**config.mk**
```make
export PLATFORM = sky130hd
export DESIGN_NAME = fas_sampler
export DESIGN_NICKNAME = d
export VERILOG_FILES = /design/src/rtl/fas_pkg.sv /design/src/rtl/fas_fifo.sv /design/src/rtl/fas_result_mem.sv /design/src/rtl/fas_sampler.sv
export SDC_FILE = /design/constraint.sdc
export NUM_CORES = 2
export LEC_CHECK = 0
export ABC_AREA = 1
export BUFFER_PORTS_ARGS = -buffer_cell sky130_fd_sc_hd__buf_2
export CORE_MARGIN = 2
export CORE_UTILIZATION = 45
export DETAILED_ROUTE_END_ITERATION = 12
export SYNTH_ARGS = -nofsm -noshare
export SYNTH_HDL_FRONTEND = slang
export SYNTH_HIERARCHICAL = 1
export SYNTH_SLANG_ARGS = --single-unit
export TNS_END_PERCENT = 100
```
**constraint.sdc**
```tcl
create_clock -name clk_i -period 159 [get_ports clk_i]
set_clock_uncertainty 0.1 [all_clocks]
set_input_delay 31.8 -clock clk_i [delete_from_list [all_inputs] [get_ports clk_i]]
set_output_delay 31.8 -clock clk_i [all_outputs]
set_load 0.01 [all_outputs]
```
**src/rtl/fas_pkg.sv**
```systemverilog
// shared constants and carrier types of the frame aligned converter sampler
package fas_pkg;
   localparam int RESULT_W = 12;
   localparam int CHAN_W = 5;
   localparam int NUM_CHAN = 32;
   localparam int SLOT_W = 6;
   localparam int MAX_SLOTS = 63;
   localparam logic [CHAN_W-1:0] CH_CURRENT_AMP = 5'h00;
   localparam logic [CHAN_W-1:0] CH_EXT_FIRST = 5'h01;
   localparam logic [CHAN_W-1:0] CH_EXT_LAST = 5'h07;
   localparam logic [CHAN_W-1:0] CH_UNUSED = 5'h1C;
   localparam logic [1:0] GAIN_24X = 2'h0;
   localparam logic [1:0] GAIN_12X = 2'h1;
   localparam logic [1:0] GAIN_9X = 2'h2;
   localparam logic [1:0] GAIN_RESET = GAIN_24X;
   // serial command word: pair, slot index, first channel, second channel, gain
   localparam int CMD_W = 1 + SLOT_W + CHAN_W + CHAN_W + 2;
   localparam logic [RESULT_W-1:0] RESULT_RESET = 12'h000;
   localparam int CONV_CYCLES = 16;
   localparam int FIFO_DEPTH = 4;

   typedef struct packed {
      logic pair;
      logic [SLOT_W-1:0] slot;
      logic [CHAN_W-1:0] chan_a;
      logic [CHAN_W-1:0] chan_b;
      logic [1:0] gain;
   } fas_cmd_s;

   typedef struct packed {
      logic [SLOT_W-1:0] slot;
      logic [RESULT_W-1:0] data;
   } fas_result_s;

   typedef enum logic [1:0] {
      FAS_IDLE,
      FAS_CONV_A,
      FAS_CONV_B
   } fas_conv_e;
endpackage

```
**src/rtl/fas_fifo.sv**
```systemverilog
// small valid/ready fifo carrying finished conversions
`timescale 1ns/1ps
module fas_fifo #(
   parameter int WIDTH = 18,
   parameter int DEPTH = 4
) (
   input wire logic clk_i,
   input wire logic rst_i,
   input wire logic in_valid_i,
   output logic in_ready_o,
   input wire logic [WIDTH-1:0] in_data_i,
   output logic out_valid_o,
   input wire logic out_ready_i,
   output logic [WIDTH-1:0] out_data_o
);
   localparam int AW = $clog2(DEPTH);
   logic [WIDTH-1:0] mem_reg [DEPTH];
   logic [AW-1:0] wr_reg, wr_next, rd_reg, rd_next;
   logic [AW:0] cnt_reg, cnt_next;
   logic push, pop;

   assign in_ready_o = cnt_reg < (AW+1)'(DEPTH);
   assign out_valid_o = cnt_reg != '0;
   assign out_data_o = mem_reg[rd_reg];
   assign push = in_valid_i && in_ready_o;
   assign pop = out_valid_o && out_ready_i;

   always_comb begin
      wr_next = push ? ((wr_reg == AW'(DEPTH-1)) ? '0 : wr_reg + 1'b1) : wr_reg;
      rd_next = pop ? ((rd_reg == AW'(DEPTH-1)) ? '0 : rd_reg + 1'b1) : rd_reg;
      cnt_next = cnt_reg + (AW+1)'(push) - (AW+1)'(pop);
   end

   always_ff @(posedge clk_i or posedge rst_i) begin
      if (rst_i) begin
         wr_reg <= '0;
         rd_reg <= '0;
         cnt_reg <= '0;
      end else begin
         wr_reg <= wr_next;
         rd_reg <= rd_next;
         cnt_reg <= cnt_next;
      end
   end

   always_ff @(posedge clk_i) begin
      if (push) begin
         mem_reg[wr_reg] <= in_data_i;
      end
   end
endmodule

```
**src/rtl/fas_result_mem.sv**
```systemverilog
// working buffer and frame-stable shadow copy of the sample results
`timescale 1ns/1ps
module fas_result_mem #(
   parameter int WIDTH = 12,
   parameter int ENTRIES = 63,
   parameter int AW = 6
) (
   input wire logic clk_i,
   input wire logic rst_i,
   input wire logic wr_en_i,
   input wire logic [AW-1:0] wr_addr_i,
   input wire logic [WIDTH-1:0] wr_data_i,
   input wire logic latch_i,
   input wire logic [AW-1:0] rd_addr_i,
   output logic [WIDTH-1:0] rd_data_o
);
   logic [WIDTH-1:0] work_reg [ENTRIES];
   logic [WIDTH-1:0] shadow_reg [ENTRIES];
   logic [WIDTH-1:0] rd_reg;

   // whole buffer copies in one edge, so readers never see two frames mixed
   for (genvar i = 0; i < ENTRIES; i++) begin : g_entry
      always_ff @(posedge clk_i or posedge rst_i) begin
         if (rst_i) begin
            work_reg[i] <= '0;
            shadow_reg[i] <= '0;
         end else begin
            if (wr_en_i && wr_addr_i == AW'(i)) begin
               work_reg[i] <= wr_data_i;
            end
            if (latch_i) begin
               shadow_reg[i] <= work_reg[i];
            end
         end
      end
   end

   always_ff @(posedge clk_i or posedge rst_i) begin
      if (rst_i) begin
         rd_reg <= '0;
      end else if (rd_addr_i < AW'(ENTRIES)) begin
         rd_reg <= shadow_reg[rd_addr_i];
      end else begin
         rd_reg <= '0;
      end
   end
   assign rd_data_o = rd_reg;
endmodule

```
**src/rtl/fas_sampler.sv**
```systemverilog
// converter control: serial command link, paired capture, result buffering
`timescale 1ns/1ps
module fas_sampler (
   input wire logic clk_i,
   input wire logic rst_i,
   input wire logic link_clk_i,
   input wire logic link_cs_n_i,
   input wire logic link_din_i,
   output logic link_dout_o,
   input wire logic frame_start_i,
   output logic sample_hold_o,
   output logic [1:0] hold_stage_o,
   output logic [fas_pkg::CHAN_W-1:0] mux_sel_o,
   output logic [1:0] amp_gain_o,
   output logic conv_start_o,
   input wire logic conv_done_i,
   input wire logic [fas_pkg::RESULT_W-1:0] conv_data_i,
   input wire logic [fas_pkg::SLOT_W-1:0] rd_addr_i,
   output logic [fas_pkg::RESULT_W-1:0] rd_data_o,
   output logic overrun_o
);
   // pin synchronisers
   logic [1:0] clk_s_reg, cs_s_reg, din_s_reg, fr_s_reg;
   logic clk_d_reg, fr_d_reg;
   always_ff @(posedge clk_i or posedge rst_i) begin
      if (rst_i) begin
         clk_s_reg <= 2'h0;
         cs_s_reg <= 2'h3;
         din_s_reg <= 2'h0;
         fr_s_reg <= 2'h0;
         clk_d_reg <= 1'b0;
         fr_d_reg <= 1'b0;
      end else begin
         clk_s_reg <= {clk_s_reg[0], link_clk_i};
         cs_s_reg <= {cs_s_reg[0], link_cs_n_i};
         din_s_reg <= {din_s_reg[0], link_din_i};
         fr_s_reg <= {fr_s_reg[0], frame_start_i};
         clk_d_reg <= clk_s_reg[1];
         fr_d_reg <= fr_s_reg[1];
      end
   end
   logic link_rise, frame_edge;
   assign link_rise = clk_s_reg[1] && !clk_d_reg;
   assign frame_edge = fr_s_reg[1] && !fr_d_reg;

   // serial shift: each framed word is one sample command, result bits go back
   logic [fas_pkg::CMD_W-1:0] sh_reg, sh_next;
   logic [4:0] bit_reg, bit_next;
   logic cmd_stb_reg, cmd_stb_next;
   logic dout_reg, dout_next;
   logic [fas_pkg::RESULT_W-1:0] tx_reg, tx_next;
   logic [fas_pkg::RESULT_W-1:0] rd_data;
   always_comb begin
      sh_next = sh_reg;
      bit_next = bit_reg;
      cmd_stb_next = 1'b0;
      dout_next = dout_reg;
      tx_next = tx_reg;
      if (cs_s_reg[1]) begin
         bit_next = 5'h00;
         tx_next = rd_data;
      end else if (link_rise) begin
         sh_next = {sh_reg[fas_pkg::CMD_W-2:0], din_s_reg[1]};
         dout_next = tx_reg[fas_pkg::RESULT_W-1];
         tx_next = {tx_reg[fas_pkg::RESULT_W-2:0], 1'b0};
         if (bit_reg == 5'(fas_pkg::CMD_W - 1)) begin
            bit_next = 5'h00;
            cmd_stb_next = 1'b1;
         end else begin
            bit_next = bit_reg + 5'h01;
         end
      end
   end
   always_ff @(posedge clk_i or posedge rst_i) begin
      if (rst_i) begin
         sh_reg <= '0;
         bit_reg <= 5'h00;
         cmd_stb_reg <= 1'b0;
         dout_reg <= 1'b0;
         tx_reg <= '0;
      end else begin
         sh_reg <= sh_next;
         bit_reg <= bit_next;
         cmd_stb_reg <= cmd_stb_next;
         dout_reg <= dout_next;
         tx_reg <= tx_next;
      end
   end
   fas_pkg::fas_cmd_s cmd;
   assign cmd = fas_pkg::fas_cmd_s'(sh_reg);

   // conversion sequencer: one command per controller-timed instant
   fas_pkg::fas_conv_e st_reg, st_next;
   fas_pkg::fas_cmd_s cur_reg, cur_next;
   logic [1:0] hold_reg, hold_next;
   logic [fas_pkg::CHAN_W-1:0] mux_reg, mux_next;
   logic [1:0] gain_reg, gain_next;
   logic start_reg, start_next;
   logic sh_pulse_reg, sh_pulse_next;
   logic ovr_reg, ovr_next;
   logic push_valid, push_ready;
   fas_pkg::fas_result_s push_data;
   logic accept;
   assign accept = cmd_stb_reg && cmd.slot < 6'(fas_pkg::MAX_SLOTS);
   always_comb begin
      st_next = st_reg;
      cur_next = cur_reg;
      hold_next = hold_reg;
      mux_next = mux_reg;
      gain_next = gain_reg;
      start_next = 1'b0;
      sh_pulse_next = 1'b0;
      ovr_next = ovr_reg;
      push_valid = 1'b0;
      push_data = '{slot: cur_reg.slot, data: conv_data_i};
      unique case (st_reg)
         fas_pkg::FAS_IDLE: begin
            if (accept) begin
               // both stages hold in the same cycle for a pair
               cur_next = cmd;
               sh_pulse_next = 1'b1;
               hold_next = cmd.pair ? 2'h3 : 2'h1;
               mux_next = cmd.chan_a;
               if (cmd.chan_a == fas_pkg::CH_CURRENT_AMP && cmd.gain != 2'h3) begin
                  gain_next = cmd.gain;
               end
               start_next = 1'b1;
               st_next = fas_pkg::FAS_CONV_A;
            end
         end
         fas_pkg::FAS_CONV_A: begin
            if (conv_done_i) begin
               push_valid = 1'b1;
               if (push_ready) begin
                  hold_next = {hold_reg[1], 1'b0};
                  if (cur_reg.pair) begin
                     // second held value converts afterwards
                     mux_next = cur_reg.chan_b;
                     start_next = 1'b1;
                     st_next = fas_pkg::FAS_CONV_B;
                  end else begin
                     st_next = fas_pkg::FAS_IDLE;
                  end
               end
            end
         end
         fas_pkg::FAS_CONV_B: begin
            push_data = '{slot: 6'(cur_reg.slot + 6'h01), data: conv_data_i};
            if (conv_done_i) begin
               push_valid = 1'b1;
               if (push_ready) begin
                  hold_next = 2'h0;
                  st_next = fas_pkg::FAS_IDLE;
               end
            end
         end
      endcase
      // command while busy is dropped; flag until next frame
      if (cmd_stb_reg && st_reg != fas_pkg::FAS_IDLE) begin
         ovr_next = 1'b1;
      end else if (frame_edge) begin
         ovr_next = 1'b0;
      end
   end
   always_ff @(posedge clk_i or posedge rst_i) begin
      if (rst_i) begin
         st_reg <= fas_pkg::FAS_IDLE;
         cur_reg <= '0;
         hold_reg <= 2'h0;
         mux_reg <= fas_pkg::CH_CURRENT_AMP;
         gain_reg <= fas_pkg::GAIN_RESET;
         start_reg <= 1'b0;
         sh_pulse_reg <= 1'b0;
         ovr_reg <= 1'b0;
      end else begin
         st_reg <= st_next;
         cur_reg <= cur_next;
         hold_reg <= hold_next;
         mux_reg <= mux_next;
         gain_reg <= gain_next;
         start_reg <= start_next;
         sh_pulse_reg <= sh_pulse_next;
         ovr_reg <= ovr_next;
      end
   end

   // results queue into the working buffer
   logic q_valid;
   fas_pkg::fas_result_s q_data;
   fas_fifo #(
      .WIDTH(fas_pkg::SLOT_W + fas_pkg::RESULT_W),
      .DEPTH(fas_pkg::FIFO_DEPTH)
   ) u_fifo (
      .clk_i(clk_i),
      .rst_i(rst_i),
      .in_valid_i(push_valid),
      .in_ready_o(push_ready),
      .in_data_i(push_data),
      .out_valid_o(q_valid),
      .out_ready_i(!frame_edge),
      .out_data_o(q_data)
   );
   logic q_pop;
   // drain paused on the latch edge so it copies a settled buffer
   assign q_pop = q_valid && !frame_edge;

   fas_result_mem #(
      .WIDTH(fas_pkg::RESULT_W),
      .ENTRIES(fas_pkg::MAX_SLOTS),
      .AW(fas_pkg::SLOT_W)
   ) u_mem (
      .clk_i(clk_i),
      .rst_i(rst_i),
      .wr_en_i(q_pop && q_data.slot < 6'(fas_pkg::MAX_SLOTS)),
      .wr_addr_i(q_data.slot),
      .wr_data_i(q_data.data),
      .latch_i(frame_edge),
      .rd_addr_i(rd_addr_i),
      .rd_data_o(rd_data)
   );

   assign link_dout_o = dout_reg;
   assign sample_hold_o = sh_pulse_reg;
   assign hold_stage_o = hold_reg;
   assign mux_sel_o = mux_reg;
   assign amp_gain_o = gain_reg;
   assign conv_start_o = start_reg;
   assign rd_data_o = rd_data;
   assign overrun_o = ovr_reg;

   // channel map: 0 amp, 1-7 external, 0x1C unused, rest internal

   property p_hold_on_accept;
      @(posedge clk_i) disable iff (rst_i)
      accept && st_reg == fas_pkg::FAS_IDLE |=> sample_hold_o && conv_start_o;
   endproperty
   a_hold_on_accept: assert property (p_hold_on_accept) else $error("no hold on command");

   property p_pair_both;
      @(posedge clk_i) disable iff (rst_i)
      accept && st_reg == fas_pkg::FAS_IDLE && cmd.pair |=> hold_stage_o == 2'h3;
   endproperty
   a_pair_both: assert property (p_pair_both) else $error("pair not held together");

   property p_pair_second;
      @(posedge clk_i) disable iff (rst_i)
      st_reg == fas_pkg::FAS_CONV_A && conv_done_i && push_ready && cur_reg.pair
      |=> conv_start_o && mux_sel_o == cur_reg.chan_b;
   endproperty
   a_pair_second: assert property (p_pair_second) else $error("second not converted");

   property p_mux_sel;
      @(posedge clk_i) disable iff (rst_i)
      accept && st_reg == fas_pkg::FAS_IDLE |=> mux_sel_o == $past(cmd.chan_a);
   endproperty
   a_mux_sel: assert property (p_mux_sel) else $error("mux select wrong");

   property p_gain_legal;
      @(posedge clk_i) disable iff (rst_i)
      amp_gain_o != 2'h3;
   endproperty
   a_gain_legal: assert property (p_gain_legal) else $error("illegal gain");

   property p_link_rise;
      @(posedge clk_i) disable iff (rst_i)
      !cs_s_reg[1] && link_rise |=> link_dout_o == $past(tx_reg[fas_pkg::RESULT_W-1]);
   endproperty
   a_link_rise: assert property (p_link_rise) else $error("dout not on rise");

   property p_shadow_stable;
      @(posedge clk_i) disable iff (rst_i)
      !frame_edge ##1 $stable(rd_addr_i) |=> $stable(rd_data_o);
   endproperty
   a_shadow_stable: assert property (p_shadow_stable) else $error("shadow changed");

   property p_slot_range;
      @(posedge clk_i) disable iff (rst_i)
      cmd_stb_reg && cmd.slot == 6'h3F |=> !sample_hold_o;
   endproperty
   a_slot_range: assert property (p_slot_range) else $error("slot 63 accepted");

   property p_overrun;
      @(posedge clk_i) disable iff (rst_i)
      cmd_stb_reg && st_reg != fas_pkg::FAS_IDLE |=> overrun_o;
   endproperty
   a_overrun: assert property (p_overrun) else $error("overrun lost");
endmodule

```
==> reports/qor.csv <==
stage,metric,value,unit
synth,synthFlopType,dfrtp_1,
cts,cts_setup_buffers,0,
synth,synthSimpleGateAreaFrac,17.3,%
place,placedCellCount,9245,
floorplan,die_area,0.159,mm^2
drt,routed_via_density,5.27,
setup_path,cp_max_fo,154,
timing,setup_viol,0,
drt,drt_iter0_drc,4627,
setup_path,cp-end-kind,async pin,
setup_path,max_stage_delay,850,ps
min_path,min_path_cells,0,
synth,synth.mux.area_fraction,4.80,%
timing,tns,0,ps
grt,gr-total-overflow,0,
setup_path,r2r-start,fr_d_reg$_DFF_PP0_,
cts,cts_tree,yes,
grt,grt_pass1_vias,49249,
synth,synthAdderAreaFrac,0.261,%
setup_path,cp_slowest_cell,buf_4,
setup_path,r2r_slack,154370,ps
synth,synth-seq-cells,1676,
setup_path,worstReg2RegEnd,u_mem/shadow_reg[523]$_DFFE_PP0P_,
floorplan,die_width,398,um
synth,ys_types,38,
synth,synth.cell_area,0.0699,mm^2
timing,tightestPinTransition,1270,ps
drt,wirelength,187,mm
cts,clock-sinks,1676,
cts,cts_hold_buf,0,
cts,max-clock-path-buffers,3,
cts,cts-root-buf,clkbuf_16,
layout,finalNonFillerCells,9575,
floorplan,core_area,0.154,mm^2
pwr,p_per_area,17.7,mW/mm^2
drt,wl_per_cell,19.5,um
synth,synth-compound-area-share,10.3,%
synth,synth-xor-area-share,0.113,%
grt,antenna_found_initial,5,
floorplan,rows,144,
setup_path,cp-startpoint,rst_i,
floorplan,start_util,45.3,%
timing,fmax,28.6,MHz
grt,track_usage,24.0,%
setup_path,cp_top_family,buffers and inverters,
setup_path,crit_top_cell,buf_4,
setup_path,criticalPathCategory,in2async,
cts,clkTransAtPathRegs,60,ps
layout,area_growth,10.2,%
setup_path,crit_required,159710,ps
synth,synth_edf_count,72,
place,dp_hpwl,109,mm
synth,synth_top_family_by_area,simple AND/OR/NAND/NOR gates,
floorplan,die_height,398,um
setup_path,path_buf_inv,6,
synth,seq_area_frac_synth,60.5,%
synth,synth.avg_cell_area,9.22,um^2
outcome,status,"finished, final reports clean",
synth,yosysWarnings,6,
place,portBuffers,49,
layout,nets,7420,
place,routabilityCongestion,0.835,
setup_path,crit_chain,"buf_2, inv_8, buf_4, buf_4, buf_4, buf_12",
grt,grt_max_degree,245,
synth,syn_inst,7585,
run,max_cap_violations,0,
grt,grt_pass1_wl,295,mm
floorplan,io_pins,50,
setup_path,reg2reg_depth,6,
drt,drtAntennaViolNets,0,
min_path,hp-class,reg2reg,
cts,post_cts_resized,0,
drt,first_pass_iters,6,
timing,finalHoldViolations,0,
cts,clock_latency,810,ps
timing,report.final.slew_viol_count,0,
min_path,hold_end,din_s_reg[1]$_DFF_PP0_,
synth,synth_nets,7624,
layout,drive_gt1_share,9.96,%
pwr,p_leak,36.6,nW
timing,slew_headroom,15.0,%
synth,async_reset_ff_share,95.7,%
cts,cts_made_buffers,178,
pwr,ir_drop,17.1,uV
timing,rsz0062_at_grt,false,
setup_path,crit_arrival,35720,ps
setup_path,start_kind,input port,
min_path,min_from,din_s_reg[0]$_DFF_PP0_,
timing,fin_crit,35010,ps
drt,drc,0,
drt,vias,50429,
timing,fin_crit_sh,22.0,%
cts,htreeDepth,4,
## routing by layer
metal  track usage, %  share of wire, %
met4             7.22               2.7
met5                0             0.014
met2             36.5                45
met1             35.1                46
met3             4.34               6.3
## worst register-to-register path, stage by stage, from the launching register on
cell,delay (ps)
dfrtp_1,390
nor2_4,190
buf_4,710
buf_12,770
buf_4,960
buf_4,920
mux2_2,470
## per-stage QoR
stage / total power [mW] / utilization (%) / instance area, um^2 / worst slack (ps) / hold slack (ps)
after detailed placement: 0.952 / 46.1 / 71100 / 123000 / 244
final: 1.36 / 49.9 / 77000 / 123990 / 253
after CTS: 1.37 / 49.9 / 77000 / 123860 / 257
after floorplan: 0.838 / - / 69900 / 84110 / 231
after global routing: 1.45 / 49.9 / 77000 / 123410 / 262
after global placement: 0.940 / 46.1 / 71100 / 123070 / 237
## cells by family (layout without fill, tap and decap cells)
logic type                 Yosys count  after routing
muxes                              298            298
other                                0              1
buffers and inverters             1142           1087
adders and majority gates           14             14
AOI/OAI and AO/OA                 1392           1392
xor gates and xnor gates             9              9
DFF                               1676           1676
and+or+nand+nor                   3054           3054
## area by class of cell
class / instances / area, um^2
clock buffer: 264 / 5210
inverter: 638 / 2440
tap: 2044 / 2560
clock inverter: 65 / 709
fill: 14421 / 77200
multi-input combinational: 4767 / 22900
sequential: 1676 / 42300
antenna: 1 / 2.50
timing repair buffer: 120 / 891
## cells in the mapped netlist (7+ instances only)
library cell  instances  area (um^2)
a21oi_1              66          330
buf_1                16         60.1
buf_2               195          976
buf_4                27          203
buf_6                10          113
clkbuf_1            255          957
dfrtp_1            1602        40100
edfxtp_1             72         2160
ha_1                 13          163
inv_1               630         2360
mux2_2              298         3360
nand2_1            2505         9400
nand3_1             314         1570
nand4_1              55          344
nor2_1              156          586
nor2_2                7         43.8
o211ai_1             47          353
o21ai_0            1216         6090
o21ai_1              40          200
o21ai_2               8         70.1
o221ai_1              8         70.1
## worst max path at each step
stage,to,cells past startpoint
after floorplan,u_mem/rd_data_o[0]$_DFF_PP0_,1
after global placement,u_mem/shadow_reg[579]$_DFFE_PP0P_,6
after detailed placement,u_mem/shadow_reg[603]$_DFFE_PP0P_,6
after CTS,u_mem/shadow_reg[567]$_DFFE_PP0P_,6
after global routing,u_mem/shadow_reg[585]$_DFFE_PP0P_,6
final,u_mem/shadow_reg[609]$_DFFE_PP0P_,6
## layout by cell type, fill, tap and decap left out, drive strengths merged, types with 2 or more instances in the layout
cell / Yosys / final
clkinvlp: 0 / 3
ha: 13 / 13
clkbuf: 255 / 264
nand3: 314 / 314
buf: 249 / 120
dfstp: 2 / 2
or2: 3 / 3
xnor2: 3 / 3
nand3b: 5 / 5
nor2: 166 / 166
o221ai: 8 / 8
clkinv: 1 / 57
bufinv: 0 / 11
nand2: 2511 / 2511
o22ai: 2 / 2
xor2: 6 / 6
mux2: 298 / 298
o211ai: 50 / 50
nand4: 55 / 55
a21oi: 66 / 66
dfrtp: 1602 / 1602
inv: 637 / 632
o21ai: 1264 / 1264
edfxtp: 72 / 72
## where the power goes
group          switching, mW  total, mW  internal (mW)
Sequential            0.0672      0.635          0.567
Clock                  0.172      0.417          0.245
Combinational          0.219      0.313         0.0937
Total                  0.458       1.36          0.906
Note: power is estimated with default switching activity, not from simulation.
